[config.mk]
export PLATFORM = sky130hd
export DESIGN_NAME = can_failsafe
export DESIGN_NICKNAME = d
export VERILOG_FILES = /design/src/failsafe_pkg.sv /design/src/failsafe_link_if.sv /design/src/can_failsafe.sv /design/src/dom_timeout.sv /design/src/wake_filter.sv
export SDC_FILE = /design/constraint.sdc
export NUM_CORES = 1
export LEC_CHECK = 0
export BUFFER_PORTS_ARGS = -buffer_cell sky130_fd_sc_hd__clkbuf_2
export CAP_MARGIN = 10
export CORE_MARGIN = 1.5
export CORE_UTILIZATION = 55
export CTS_BUF_LIST = sky130_fd_sc_hd__clkbuf_8
export CTS_CLUSTER_DIAMETER = 30
export DETAILED_ROUTE_END_ITERATION = 8
export PLACE_DENSITY = 0.82
export SYNTH_ARGS = -nofsm -noshare
export SYNTH_HDL_FRONTEND = slang
export SYNTH_SLANG_ARGS = --single-unit
[constraint.sdc]
create_clock -name sys_clk -period 7 [get_ports sys_clk]
set_clock_uncertainty 0.15 [all_clocks]
set_input_delay 1.75 -clock sys_clk [delete_from_list [all_inputs] [get_ports sys_clk]]
set_output_delay 1.75 -clock sys_clk [all_outputs]
set_load 0.02 [all_outputs]
[src/failsafe_pkg.sv]
package failsafe_pkg;
    // ------------------------------------------------------------
    // clock and timing
    // ------------------------------------------------------------
    localparam int unsigned CLK_PERIOD_NS = 10;
    // a dominant time-out needs txd high for more than this time
    localparam int unsigned RELEASE_HIGH_TIME_NS = 4000;
    // least time: round up to whole cycles
    localparam int unsigned RELEASE_HIGH_CYCLES =
        (RELEASE_HIGH_TIME_NS + CLK_PERIOD_NS - 1) / CLK_PERIOD_NS;
    // default durations in cycles, each a top-level parameter
    localparam int unsigned DOM_TIMEOUT_CYCLES_DEF = 100000;
    localparam int unsigned FILTER_CYCLES_DEF = 100;
    localparam int unsigned WAKE_TIMEOUT_CYCLES_DEF = 100000;
    localparam int unsigned CLAMP_DETECT_CYCLES_DEF = 100;
    // ------------------------------------------------------------
    // input synchroniser layout
    // ------------------------------------------------------------
    localparam int unsigned SYNC_WIDTH = 7;
    localparam int unsigned SYNC_TXD = 0;
    localparam int unsigned SYNC_STANDBY_SELECT = 1;
    localparam int unsigned SYNC_RXD = 2;
    localparam int unsigned SYNC_CMP = 3;
    localparam int unsigned SYNC_WAKE = 4;
    localparam int unsigned SYNC_VCC_UV = 5;
    localparam int unsigned SYNC_IO_UV = 6;
    // reset value of every synchroniser stage: pins idle high or inactive
    localparam logic [6:0] SYNC_RESET = 7'h07;
    typedef enum logic [1:0] {MODE_UNPOWERED, MODE_STANDBY, MODE_NORMAL} mode_t;
endpackage

[src/failsafe_link_if.sv]
`timescale 1ns/10ps
`default_nettype none
// ------------------------------------------------------------
// link between the core and its two timing units
// ------------------------------------------------------------
interface failsafe_link_if;
    logic txd_high;
    logic dom_timeout;
    logic wake_enable;
    logic bus_dom;
    logic wake_hit;
    modport core (output txd_high, output wake_enable, output bus_dom,
                  input dom_timeout, input wake_hit);
    modport timeout_unit (input txd_high, output dom_timeout);
    modport wake_unit (input wake_enable, input bus_dom, output wake_hit);
endinterface
`default_nettype wire

[src/can_failsafe.sv]
`timescale 1ns/10ps
`default_nettype none
// Contract
// RULE1: start dominant timer on txd falling
// RULE2: txd low too long disables transmitter
// RULE3: txd high clears the dominant timer
// RULE4: after time-out, txd high over 4us
// RULE5: floating txd and standby read high
// RULE6: controller keeps inputs high in standby
// RULE7: undervoltage switches transceiver off until recovery
// RULE8: standby input ignored during undervoltage
// RULE9: wake detector runs except in undervoltage; code runs it only in standby
// RULE10: long dominant phase never wakes
// RULE11: wake is dominant, recessive, dominant phases
// RULE12: phases shorter than filter time ignored
// RULE13: pattern must finish within wake time-out
// RULE14: overtemperature disables bus drivers
// RULE15: re-enable after cool and txd high
// RULE16: normal mode compares comparator with rxd
// RULE17: unfollowed dominant too long forces silent
// RULE18: silent ends on standby, unpowered, rxd low
// RULE19: standby input high selects standby
// RULE20: no normal mode while txd low
// RULE21: standby wake drives rxd low
// RULE22: durations are cycle-count parameters
// RULE23: silent holds driver recessive, rxd follows
module can_failsafe #(
    // durations in clock cycles
    parameter int unsigned DOM_TIMEOUT_CYCLES = failsafe_pkg::DOM_TIMEOUT_CYCLES_DEF, // RULE22
    parameter int unsigned FILTER_CYCLES = failsafe_pkg::FILTER_CYCLES_DEF,
    parameter int unsigned WAKE_TIMEOUT_CYCLES = failsafe_pkg::WAKE_TIMEOUT_CYCLES_DEF,
    parameter int unsigned CLAMP_DETECT_CYCLES = failsafe_pkg::CLAMP_DETECT_CYCLES_DEF
) (
    // clock, reset, enable
    input wire logic sys_clk,
    input wire logic reset,
    input wire logic clk_en,
    // controller pins
    input wire logic txd_pin,
    input wire logic txd_pin_driven,
    input wire logic standby_select,
    input wire logic standby_select_driven,
    input wire logic rxd_pin_level,
    output logic rxd_out,
    // bus side
    input wire logic bus_level_comparator,
    input wire logic wake_comparator,
    output logic bus_drive_dominant,
    output logic bus_driver_enable,
    output logic bus_bias_enable,
    // supervision inputs
    input wire logic vcc_undervoltage,
    input wire logic io_supply_undervoltage,
    input wire logic overtemp,
    // status
    output failsafe_pkg::mode_t mode,
    output logic silent,
    output logic dom_timeout_active,
    output logic thermal_shutdown
);
    import failsafe_pkg::*;

    // ------------------------------------------------------------
    // input synchronisers
    // ------------------------------------------------------------
    logic [SYNC_WIDTH-1:0] raw_in;
    logic [SYNC_WIDTH-1:0] meta_reg;
    logic [SYNC_WIDTH-1:0] sync_reg;
    logic ot_meta_reg;
    logic ot_sync_reg;

    // an undriven pin is pulled up, so it reads high
    assign raw_in[SYNC_TXD] = txd_pin_driven ? txd_pin : 1'b1; // RULE5
    assign raw_in[SYNC_STANDBY_SELECT] = standby_select_driven ? standby_select : 1'b1; // RULE5
    assign raw_in[SYNC_RXD] = rxd_pin_level;
    assign raw_in[SYNC_CMP] = bus_level_comparator;
    assign raw_in[SYNC_WAKE] = wake_comparator;
    assign raw_in[SYNC_VCC_UV] = vcc_undervoltage;
    assign raw_in[SYNC_IO_UV] = io_supply_undervoltage;

    // two stages per pin; only the second stage is read
    genvar gi;
    generate
        for (gi = 0; gi < SYNC_WIDTH; gi = gi + 1) begin : g_sync
            always_ff @(posedge sys_clk or posedge reset) begin
                if (reset) begin
                    meta_reg[gi] <= SYNC_RESET[gi];
                    sync_reg[gi] <= SYNC_RESET[gi];
                end else if (clk_en) begin
                    meta_reg[gi] <= raw_in[gi];
                    sync_reg[gi] <= meta_reg[gi];
                end
            end
        end
    endgenerate

    // overtemperature flag has its own pair
    always_ff @(posedge sys_clk or posedge reset) begin
        if (reset) begin
            ot_meta_reg <= 1'b0;
            ot_sync_reg <= 1'b0;
        end else if (clk_en) begin
            ot_meta_reg <= overtemp;
            ot_sync_reg <= ot_meta_reg;
        end
    end

    // ------------------------------------------------------------
    // decoded levels
    // ------------------------------------------------------------
    logic txd_high;
    logic standby_select_high;
    logic rxd_high;
    logic cmp_dom;
    logic uv_any;

    assign txd_high = sync_reg[SYNC_TXD];
    assign standby_select_high = sync_reg[SYNC_STANDBY_SELECT];
    assign rxd_high = sync_reg[SYNC_RXD];
    assign cmp_dom = sync_reg[SYNC_CMP];
    // either supply low is enough to drop off the bus
    assign uv_any = sync_reg[SYNC_VCC_UV] | sync_reg[SYNC_IO_UV];

    // ------------------------------------------------------------
    // timing units
    // ------------------------------------------------------------
    failsafe_link_if lnk ();
    mode_t mode_reg;
    logic dom_timeout_w;
    logic wake_hit_w;

    assign lnk.txd_high = txd_high;
    // wake comparator runs only in standby and only while both supplies are good
    assign lnk.wake_enable = !uv_any && (mode_reg == MODE_STANDBY); // RULE9
    assign lnk.bus_dom = sync_reg[SYNC_WAKE];
    assign dom_timeout_w = lnk.dom_timeout;
    assign wake_hit_w = lnk.wake_hit;

    dom_timeout #(
        .DOM_CYCLES(DOM_TIMEOUT_CYCLES)
    ) u_dom_timeout (
        .sys_clk(sys_clk),
        .reset(reset),
        .clk_en(clk_en),
        .lnk(lnk.timeout_unit)
    );

    wake_filter #(
        .FILTER_CYCLES(FILTER_CYCLES),
        .WAKE_CYCLES(WAKE_TIMEOUT_CYCLES)
    ) u_wake_filter (
        .sys_clk(sys_clk),
        .reset(reset),
        .clk_en(clk_en),
        .lnk(lnk.wake_unit)
    );

    // ------------------------------------------------------------
    // operating mode
    // ------------------------------------------------------------
    // standby input only matters once supplies are back
    always_ff @(posedge sys_clk or posedge reset) begin
        if (reset) begin
            mode_reg <= MODE_UNPOWERED;
        end else if (clk_en) begin
            case (mode_reg)
                MODE_UNPOWERED: begin
                    if (!uv_any) begin
                        mode_reg <= MODE_STANDBY; // RULE7
                    end
                end
                MODE_STANDBY: begin
                    if (uv_any) begin
                        mode_reg <= MODE_UNPOWERED; // RULE8
                    end else if (!standby_select_high && txd_high) begin
                        mode_reg <= MODE_NORMAL; // RULE20
                    end
                end
                MODE_NORMAL: begin
                    if (uv_any) begin
                        mode_reg <= MODE_UNPOWERED; // RULE7
                    end else if (standby_select_high) begin
                        mode_reg <= MODE_STANDBY; // RULE19
                    end
                end
                default: begin
                    mode_reg <= MODE_UNPOWERED;
                end
            endcase
        end
    end

    // ------------------------------------------------------------
    // overtemperature latch
    // ------------------------------------------------------------
    logic ot_latch_reg;

    // waiting for txd high stops the driver toggling on thermal drift
    always_ff @(posedge sys_clk or posedge reset) begin
        if (reset) begin
            ot_latch_reg <= 1'b0;
        end else if (clk_en) begin
            if (ot_sync_reg) begin
                ot_latch_reg <= 1'b1; // RULE14
            end else if (txd_high) begin
                ot_latch_reg <= 1'b0; // RULE15
            end
        end
    end

    // ------------------------------------------------------------
    // rxd recessive clamp detection
    // ------------------------------------------------------------
    logic [31:0] clamp_cnt_reg;
    logic silent_reg;
    logic clamp_seen;

    // bus dominant while the rxd pin still reads high
    assign clamp_seen = (mode_reg == MODE_NORMAL) && cmp_dom && rxd_high; // RULE16

    always_ff @(posedge sys_clk or posedge reset) begin
        if (reset) begin
            clamp_cnt_reg <= 32'h00000000;
        end else if (clk_en) begin
            if (!clamp_seen) begin
                clamp_cnt_reg <= 32'h00000000;
            end else if (clamp_cnt_reg <= CLAMP_DETECT_CYCLES) begin
                clamp_cnt_reg <= clamp_cnt_reg + 32'h00000001;
            end
        end
    end

    // release wins only through mode change or rxd low
    always_ff @(posedge sys_clk or posedge reset) begin
        if (reset) begin
            silent_reg <= 1'b0;
        end else if (clk_en) begin
            if (mode_reg != MODE_NORMAL || !rxd_high) begin
                silent_reg <= 1'b0; // RULE18
            end else if (clamp_cnt_reg >= CLAMP_DETECT_CYCLES) begin
                silent_reg <= 1'b1; // RULE17
            end
        end
    end

    // ------------------------------------------------------------
    // wake request latch
    // ------------------------------------------------------------
    logic wake_req_reg;

    // held until the controller leaves standby
    always_ff @(posedge sys_clk or posedge reset) begin
        if (reset) begin
            wake_req_reg <= 1'b0;
        end else if (clk_en) begin
            if (mode_reg != MODE_STANDBY) begin
                wake_req_reg <= 1'b0;
            end else if (wake_hit_w) begin
                wake_req_reg <= 1'b1; // RULE21
            end
        end
    end

    // ------------------------------------------------------------
    // registered outputs
    // ------------------------------------------------------------
    logic drv_ok;

    // any fail-safe condition keeps the bus recessive
    assign drv_ok = (mode_reg == MODE_NORMAL) && !silent_reg && !dom_timeout_w
                    && !ot_latch_reg;

    always_ff @(posedge sys_clk or posedge reset) begin
        if (reset) begin
            bus_drive_dominant <= 1'b0;
            bus_driver_enable <= 1'b0;
            bus_bias_enable <= 1'b0;
        end else if (clk_en) begin
            bus_drive_dominant <= drv_ok && !txd_high; // RULE2
            bus_driver_enable <= drv_ok; // RULE23
            bus_bias_enable <= (mode_reg == MODE_NORMAL); // RULE7
        end
    end

    // rxd: comparator in normal (also when silent), wake flag in standby
    always_ff @(posedge sys_clk or posedge reset) begin
        if (reset) begin
            rxd_out <= 1'b1;
        end else if (clk_en) begin
            case (mode_reg)
                MODE_NORMAL: rxd_out <= !cmp_dom; // RULE23
                MODE_STANDBY: rxd_out <= !wake_req_reg; // RULE21
                default: rxd_out <= 1'b1;
            endcase
        end
    end

    always_ff @(posedge sys_clk or posedge reset) begin
        if (reset) begin
            mode <= MODE_UNPOWERED;
            silent <= 1'b0;
            dom_timeout_active <= 1'b0;
            thermal_shutdown <= 1'b0;
        end else if (clk_en) begin
            mode <= mode_reg;
            silent <= silent_reg;
            dom_timeout_active <= dom_timeout_w;
            thermal_shutdown <= ot_latch_reg;
        end
    end
endmodule
`default_nettype wire

[src/dom_timeout.sv]
`timescale 1ns/10ps
`default_nettype none
module dom_timeout #(
    parameter int unsigned DOM_CYCLES = failsafe_pkg::DOM_TIMEOUT_CYCLES_DEF
) (
    input wire logic sys_clk,
    input wire logic reset,
    input wire logic clk_en,
    failsafe_link_if.timeout_unit lnk
);
    import failsafe_pkg::*;
    logic [31:0] low_cnt_reg;
    logic [31:0] high_cnt_reg;
    logic tripped_reg;
    // timer runs from the falling edge of txd, cleared when high
    always_ff @(posedge sys_clk or posedge reset) begin
        if (reset) begin
            low_cnt_reg <= 32'h00000000;
        end else if (clk_en) begin
            if (lnk.txd_high) begin
                low_cnt_reg <= 32'h00000000; // RULE3
            end else if (low_cnt_reg <= DOM_CYCLES) begin
                low_cnt_reg <= low_cnt_reg + 32'h00000001; // RULE1
            end
        end
    end
    // high time after a trip; saturates to avoid wrap
    always_ff @(posedge sys_clk or posedge reset) begin
        if (reset) begin
            high_cnt_reg <= 32'h00000000;
        end else if (clk_en) begin
            if (!lnk.txd_high || !tripped_reg) begin
                high_cnt_reg <= 32'h00000000;
            end else if (high_cnt_reg <= RELEASE_HIGH_CYCLES) begin
                high_cnt_reg <= high_cnt_reg + 32'h00000001;
            end
        end
    end
    // trip latch; a short high pulse must not re-arm the driver
    always_ff @(posedge sys_clk or posedge reset) begin
        if (reset) begin
            tripped_reg <= 1'b0;
        end else if (clk_en) begin
            if (!lnk.txd_high && low_cnt_reg >= DOM_CYCLES) begin
                tripped_reg <= 1'b1; // RULE2
            end else if (high_cnt_reg >= RELEASE_HIGH_CYCLES) begin
                tripped_reg <= 1'b0; // RULE4
            end
        end
    end
    assign lnk.dom_timeout = tripped_reg;
endmodule
`default_nettype wire

[src/wake_filter.sv]
`timescale 1ns/10ps
`default_nettype none
module wake_filter #(
    parameter int unsigned FILTER_CYCLES = failsafe_pkg::FILTER_CYCLES_DEF,
    parameter int unsigned WAKE_CYCLES = failsafe_pkg::WAKE_TIMEOUT_CYCLES_DEF
) (
    input wire logic sys_clk,
    input wire logic reset,
    input wire logic clk_en,
    failsafe_link_if.wake_unit lnk
);
    import failsafe_pkg::*;
    typedef enum logic [1:0] {W_IDLE, W_DOM1, W_REC, W_DONE} wstate_t;
    wstate_t state_reg;
    logic [31:0] stable_cnt_reg;
    logic [31:0] window_reg;
    logic raw_last_reg;
    logic filt_dom_reg;
    // level filter: phases shorter than the filter time never reach filt_dom
    always_ff @(posedge sys_clk or posedge reset) begin
        if (reset) begin
            raw_last_reg <= 1'b0;
            stable_cnt_reg <= 32'h00000000;
            filt_dom_reg <= 1'b0;
        end else if (clk_en) begin
            raw_last_reg <= lnk.bus_dom;
            if (!lnk.wake_enable || lnk.bus_dom != raw_last_reg) begin
                stable_cnt_reg <= 32'h00000000;
            end else if (stable_cnt_reg < FILTER_CYCLES) begin
                stable_cnt_reg <= stable_cnt_reg + 32'h00000001;
            end
            if (!lnk.wake_enable) begin
                filt_dom_reg <= 1'b0;
            end else if (stable_cnt_reg + 32'h00000001 >= FILTER_CYCLES) begin
                filt_dom_reg <= raw_last_reg; // RULE12
            end
        end
    end
    // dominant-recessive-dominant sequencer with a time window
    always_ff @(posedge sys_clk or posedge reset) begin
        if (reset) begin
            state_reg <= W_IDLE;
            window_reg <= 32'h00000000;
        end else if (clk_en) begin
            window_reg <= (state_reg == W_IDLE) ? 32'h00000000
                                                : window_reg + 32'h00000001;
            case (state_reg)
                W_IDLE: begin
                    if (lnk.wake_enable && filt_dom_reg) begin
                        state_reg <= W_DOM1; // RULE11
                    end
                end
                W_DOM1: begin
                    // a long dominant stays here and never wakes
                    if (!filt_dom_reg) begin
                        state_reg <= W_REC; // RULE10
                    end
                end
                W_REC: begin
                    if (filt_dom_reg) begin
                        state_reg <= W_DONE; // RULE11
                    end
                end
                default: begin
                    state_reg <= W_IDLE;
                end
            endcase
            if (!lnk.wake_enable) begin
                state_reg <= W_IDLE; // RULE9
            end else if (state_reg != W_IDLE && state_reg != W_DONE
                         && window_reg >= WAKE_CYCLES) begin
                state_reg <= W_IDLE; // RULE13
            end
        end
    end
    assign lnk.wake_hit = (state_reg == W_DONE);
endmodule
`default_nettype wire

==> flow_results.xml <==
<?xml version="1.0" encoding="UTF-8"?>
<metrics>
  <group name="route">
    <metric name="drt_first_iter_violations" unit="">576</metric>
    <metric name="post-route-drc-count" unit="">0</metric>
    <metric name="wl" unit="mm">17.7</metric>
    <metric name="routed-via-count" unit="">6914</metric>
    <metric name="drt_first_pass_iters" unit="">5</metric>
    <metric name="routed_via_count_divided_by_cell_count" unit="">5.89</metric>
    <metric name="drt-wirelength-per-cell" unit="um">15.1</metric>
    <metric name="antenna_left" unit="">0</metric>
  </group>
  <group name="placed_design">
    <metric name="hpwl_reported_at_the_end_of_detailed_placement" unit="mm">11.7</metric>
    <metric name="io_buffer_count" unit="">21</metric>
    <metric name="place_congestion" unit="">0.824</metric>
    <metric name="post_dp_cell_area" unit="sq um">9680</metric>
  </group>
  <group name="global_route">
    <metric name="vias_in_the_first_global_route" unit="">6474</metric>
    <metric name="grt_first_pass_wirelength" unit="mm">31.1</metric>
    <metric name="global_route.overflow_total" unit="">0</metric>
    <metric name="pin_count_of_the_biggest_net_entering_global_routing" unit="">196</metric>
    <metric name="globalRouteTotalUtil" unit="%">21.4</metric>
    <metric name="grt_antenna_before_repair" unit="">0</metric>
  </group>
  <group name="floorplan">
    <metric name="design.core.area" unit="sq um">16600</metric>
    <metric name="dieHeight" unit="um">134</metric>
    <metric name="die_area" unit="sq um">17900</metric>
    <metric name="fp-row-count" unit="">47</metric>
    <metric name="initial_utilization" unit="%">56.5</metric>
    <metric name="ioPinCount" unit="">22</metric>
    <metric name="die_w" unit="um">134</metric>
  </group>
  <group name="sta">
    <metric name="final.period_utilization" unit="%">54.8</metric>
    <metric name="timing_worst_slew_pin_value" unit="ns">1.13</metric>
    <metric name="worst_case_headroom_to_the_max_slew_limit" unit="%">24.5</metric>
    <metric name="finalHoldViolCount" unit="">0</metric>
    <metric name="max_clock_freq" unit="MHz">260</metric>
    <metric name="finalCriticalPeriod" unit="ns">3.84</metric>
    <metric name="setup_violations" unit="">0</metric>
    <metric name="whs" unit="ns">0.337</metric>
    <metric name="maxSlewViolCount" unit="">0</metric>
    <metric name="unrepaired_setup_endpoints_after_global_routing" unit="">no</metric>
    <metric name="tns" unit="ns">0</metric>
  </group>
  <group name="cells_and_area">
    <metric name="final_layout_fill_cell_count" unit="">1322</metric>
    <metric name="finalNetCount" unit="">971</metric>
    <metric name="postLayoutCellArea" unit="sq um">10100</metric>
    <metric name="multi_input_area" unit="sq um">4250</metric>
    <metric name="post_route_cells_drive_above_1_share" unit="%">9.75</metric>
    <metric name="ff_latch_area" unit="sq um">4890</metric>
    <metric name="num_antenna_cells" unit="">0</metric>
    <metric name="layout.core_utilization" unit="%">60.8</metric>
    <metric name="area_delta_synth_final" unit="%">7.64</metric>
  </group>
  <group name="yosys">
    <metric name="netlist_area" unit="sq um">9400</metric>
    <metric name="synth_top_cell_by_area" unit="">dfrtp_1</metric>
    <metric name="yosys_warnings" unit="">0</metric>
    <metric name="synth_cell_types" unit="">65</metric>
    <metric name="post_synth_inst_count" unit="">935</metric>
    <metric name="synth.yosys.seq_area_share" unit="%">52.0</metric>
    <metric name="syn-num-nets" unit="">965</metric>
    <metric name="ys_seq_elements" unit="">195</metric>
    <metric name="netlist.area_leader.share" unit="%">50.1</metric>
    <metric name="asyncSetResetFlopFracSynth" unit="%">100</metric>
    <metric name="yosysMostFrequentCell" unit="">dfrtp_1</metric>
    <metric name="edff_count_synth" unit="">0</metric>
    <metric name="ys_dominant_reg_cell" unit="">dfrtp_1</metric>
    <metric name="post_synth_main_area_contributors" unit="">dfrtp_1 50%, and2_1 4.1%, nor2_1 4.0%, xor2_1 2.8%, mux2_2 2.4%</metric>
    <metric name="most_common_library_cells_after_synthesis" unit="">188 x dfrtp_1, 100 x nor2_1, 62 x and2_1</metric>
    <metric name="syn-mean-instance-area" unit="sq um">10.1</metric>
  </group>
  <group name="status">
    <metric name="status" unit="">finished, final reports clean</metric>
  </group>
  <group name="critical_path">
    <metric name="worst_ep_arrival_time" unit="ns">4.02</metric>
    <metric name="timing_worst_setup_path_type" unit="">primary input to flop</metric>
    <metric name="path_cells" unit="">clkbuf_2 -&gt; nand4_1 -&gt; nor3_2 -&gt; nand4_1 -&gt; nor2_1 -&gt; nand3_1 -&gt; xor2_1 -&gt; nor2_1</metric>
    <metric name="r2r_setup_slack" unit="ns">3.76</metric>
    <metric name="crit_required" unit="ns">7.18</metric>
    <metric name="crit_path_max_incr_delay" unit="ns">0.52</metric>
    <metric name="worstSetupStartpointType" unit="">primary input</metric>
    <metric name="critical_path.endpoint_type" unit="">flop</metric>
    <metric name="worstPathMaxFanout" unit="">25</metric>
    <metric name="worstRegToRegCells" unit="">9</metric>
    <metric name="critical-path-slowest-cell" unit="">nor3_2</metric>
    <metric name="r2r_start" unit="">u_dom_timeout.low_cnt_reg[0]</metric>
    <metric name="worstReg2RegEnd" unit="">u_dom_timeout.low_cnt_reg[12]</metric>
  </group>
  <group name="min_path">
    <metric name="timing.hold.worst.start" unit="">u_dom_timeout.high_cnt_reg[29]</metric>
    <metric name="worst_hold_path_type" unit="">flop to flop</metric>
    <metric name="worstHoldEndpoint" unit="">u_dom_timeout.high_cnt_reg[29]</metric>
    <metric name="hold_path_depth" unit="">1</metric>
  </group>
  <group name="cts">
    <metric name="cts_sinks" unit="">195</metric>
    <metric name="cts.root.buffer_cell" unit="">clkbuf_8</metric>
    <metric name="cts_resized" unit="">0</metric>
    <metric name="cts_tree" unit="">yes</metric>
    <metric name="clock_tree.htree_level_count" unit="">4</metric>
    <metric name="postCtsSetupRepairBufs" unit="">0</metric>
    <metric name="cts-hold-fix-buffers" unit="">0</metric>
    <metric name="clock_tree.buffer_depth" unit="">2</metric>
    <metric name="cts_buffers" unit="">17</metric>
    <metric name="clkLatencyLatePin" unit="ns">0.47</metric>
    <metric name="cts.clk_slew.worst_paths" unit="ns">0.10</metric>
  </group>
  <group name="flow_run">
    <metric name="timing.max_cap.violations" unit="">0</metric>
  </group>
  <group name="pwr">
    <metric name="leakage" unit="nW">4.52</metric>
    <metric name="design_power_total" unit="mW">2.19</metric>
    <metric name="cellPowerDensity" unit="nW/um^2">216</metric>
    <metric name="peak_ir_drop_on_the_vdd_network" unit="uV">130</metric>
  </group>
</metrics>
## area by class of cell
class	count	share of cell area, %
Inverter	31	1.19
Timing Repair Buffer	25	1.46
Tap cell	220	2.72
Clock buffer	20	2.72
Clock inverter	12	1.63
Multi-Input combinational cell	671	42.0
Sequential cell	195	48.3
## worst max path at each step
stage,start,to,slack [ns],cells past startpoint
after global routing,clk_en,u_wake_filter.window_reg[30],2.82,8
after detailed placement,clk_en,u_wake_filter.window_reg[30],2.61,8
after global placement,clk_en,u_wake_filter.window_reg[30],2.74,8
after CTS,clk_en,u_wake_filter.window_reg[30],3.13,8
after floorplan,reset,bus_bias_enable,2.59,1
final,clk_en,u_wake_filter.window_reg[30],3.16,8
## cell families (layout without fill, tap and decap cells)
group | count (synthesis) | in the layout | synth area share (%)
buffers and inverters | 69 | 88 | 2.82
multiplexers | 24 | 24 | 2.88
XOR/XNOR | 50 | 50 | 4.66
AO/OA/AOI/OAI | 171 | 171 | 11.5
adder cells (fa/ha/maj) | 17 | 17 | 2.26
flip-flops | 195 | 195 | 52.0
AND/OR/NAND/NOR | 409 | 409 | 23.9
## placed cells by master (no fill, tap or decap), types with 21 or more instances in the layout
cell type / n
a21oi_1: 38
clkbuf_2: 21
nand3_1: 35
nand4_1: 25
nor2_1: 100
nor3_1: 28
nor4_1: 32
inv_1: 34
nand2_1: 55
and2_1: 62
o21ai_0: 41
xor2_1: 30
dfrtp_1: 188
## metal layers
layer / part of all wire, % / track usage, % / wire length [um] / vias to the layer above
met3: 4.5 / 4.38 / 802 / 14
met1: 48 / 30.9 / 8430 / 3374
met5: 0 / 0 / 0 / -
met2: 47 / 32.8 / 8220 / 153
li1: - / - / - / 3373
met4: 1.3 / 6.76 / 228 / 0
## power breakdown
| group | switching [mW] | total, mW | internal, mW |
|---|---|---|---|
| combinational | 0.125 | 0.190 | 0.0648 |
| clock | 0.383 | 0.797 | 0.414 |
| sequential | 0.0366 | 1.20 | 1.17 |
| total | 0.545 | 2.19 | 1.65 |
## critical path, delay by kind of cell
| family | cells | cell delay (ns) |
|---|---|---|
| simple gates | 6 | 1.66 |
| xor+xnor | 1 | 0.14 |
| buf+inv | 1 | 0.44 |
## metrics by stage
step                      std cells  setup WS (ns)
after floorplan                 935           2.59
after global placement         1142           2.74
after detailed placement       1142           2.61
after CTS                      1174           3.13
after global routing           1174           2.82
final                          1174           3.16
Power figures use the tool's default switching activity.
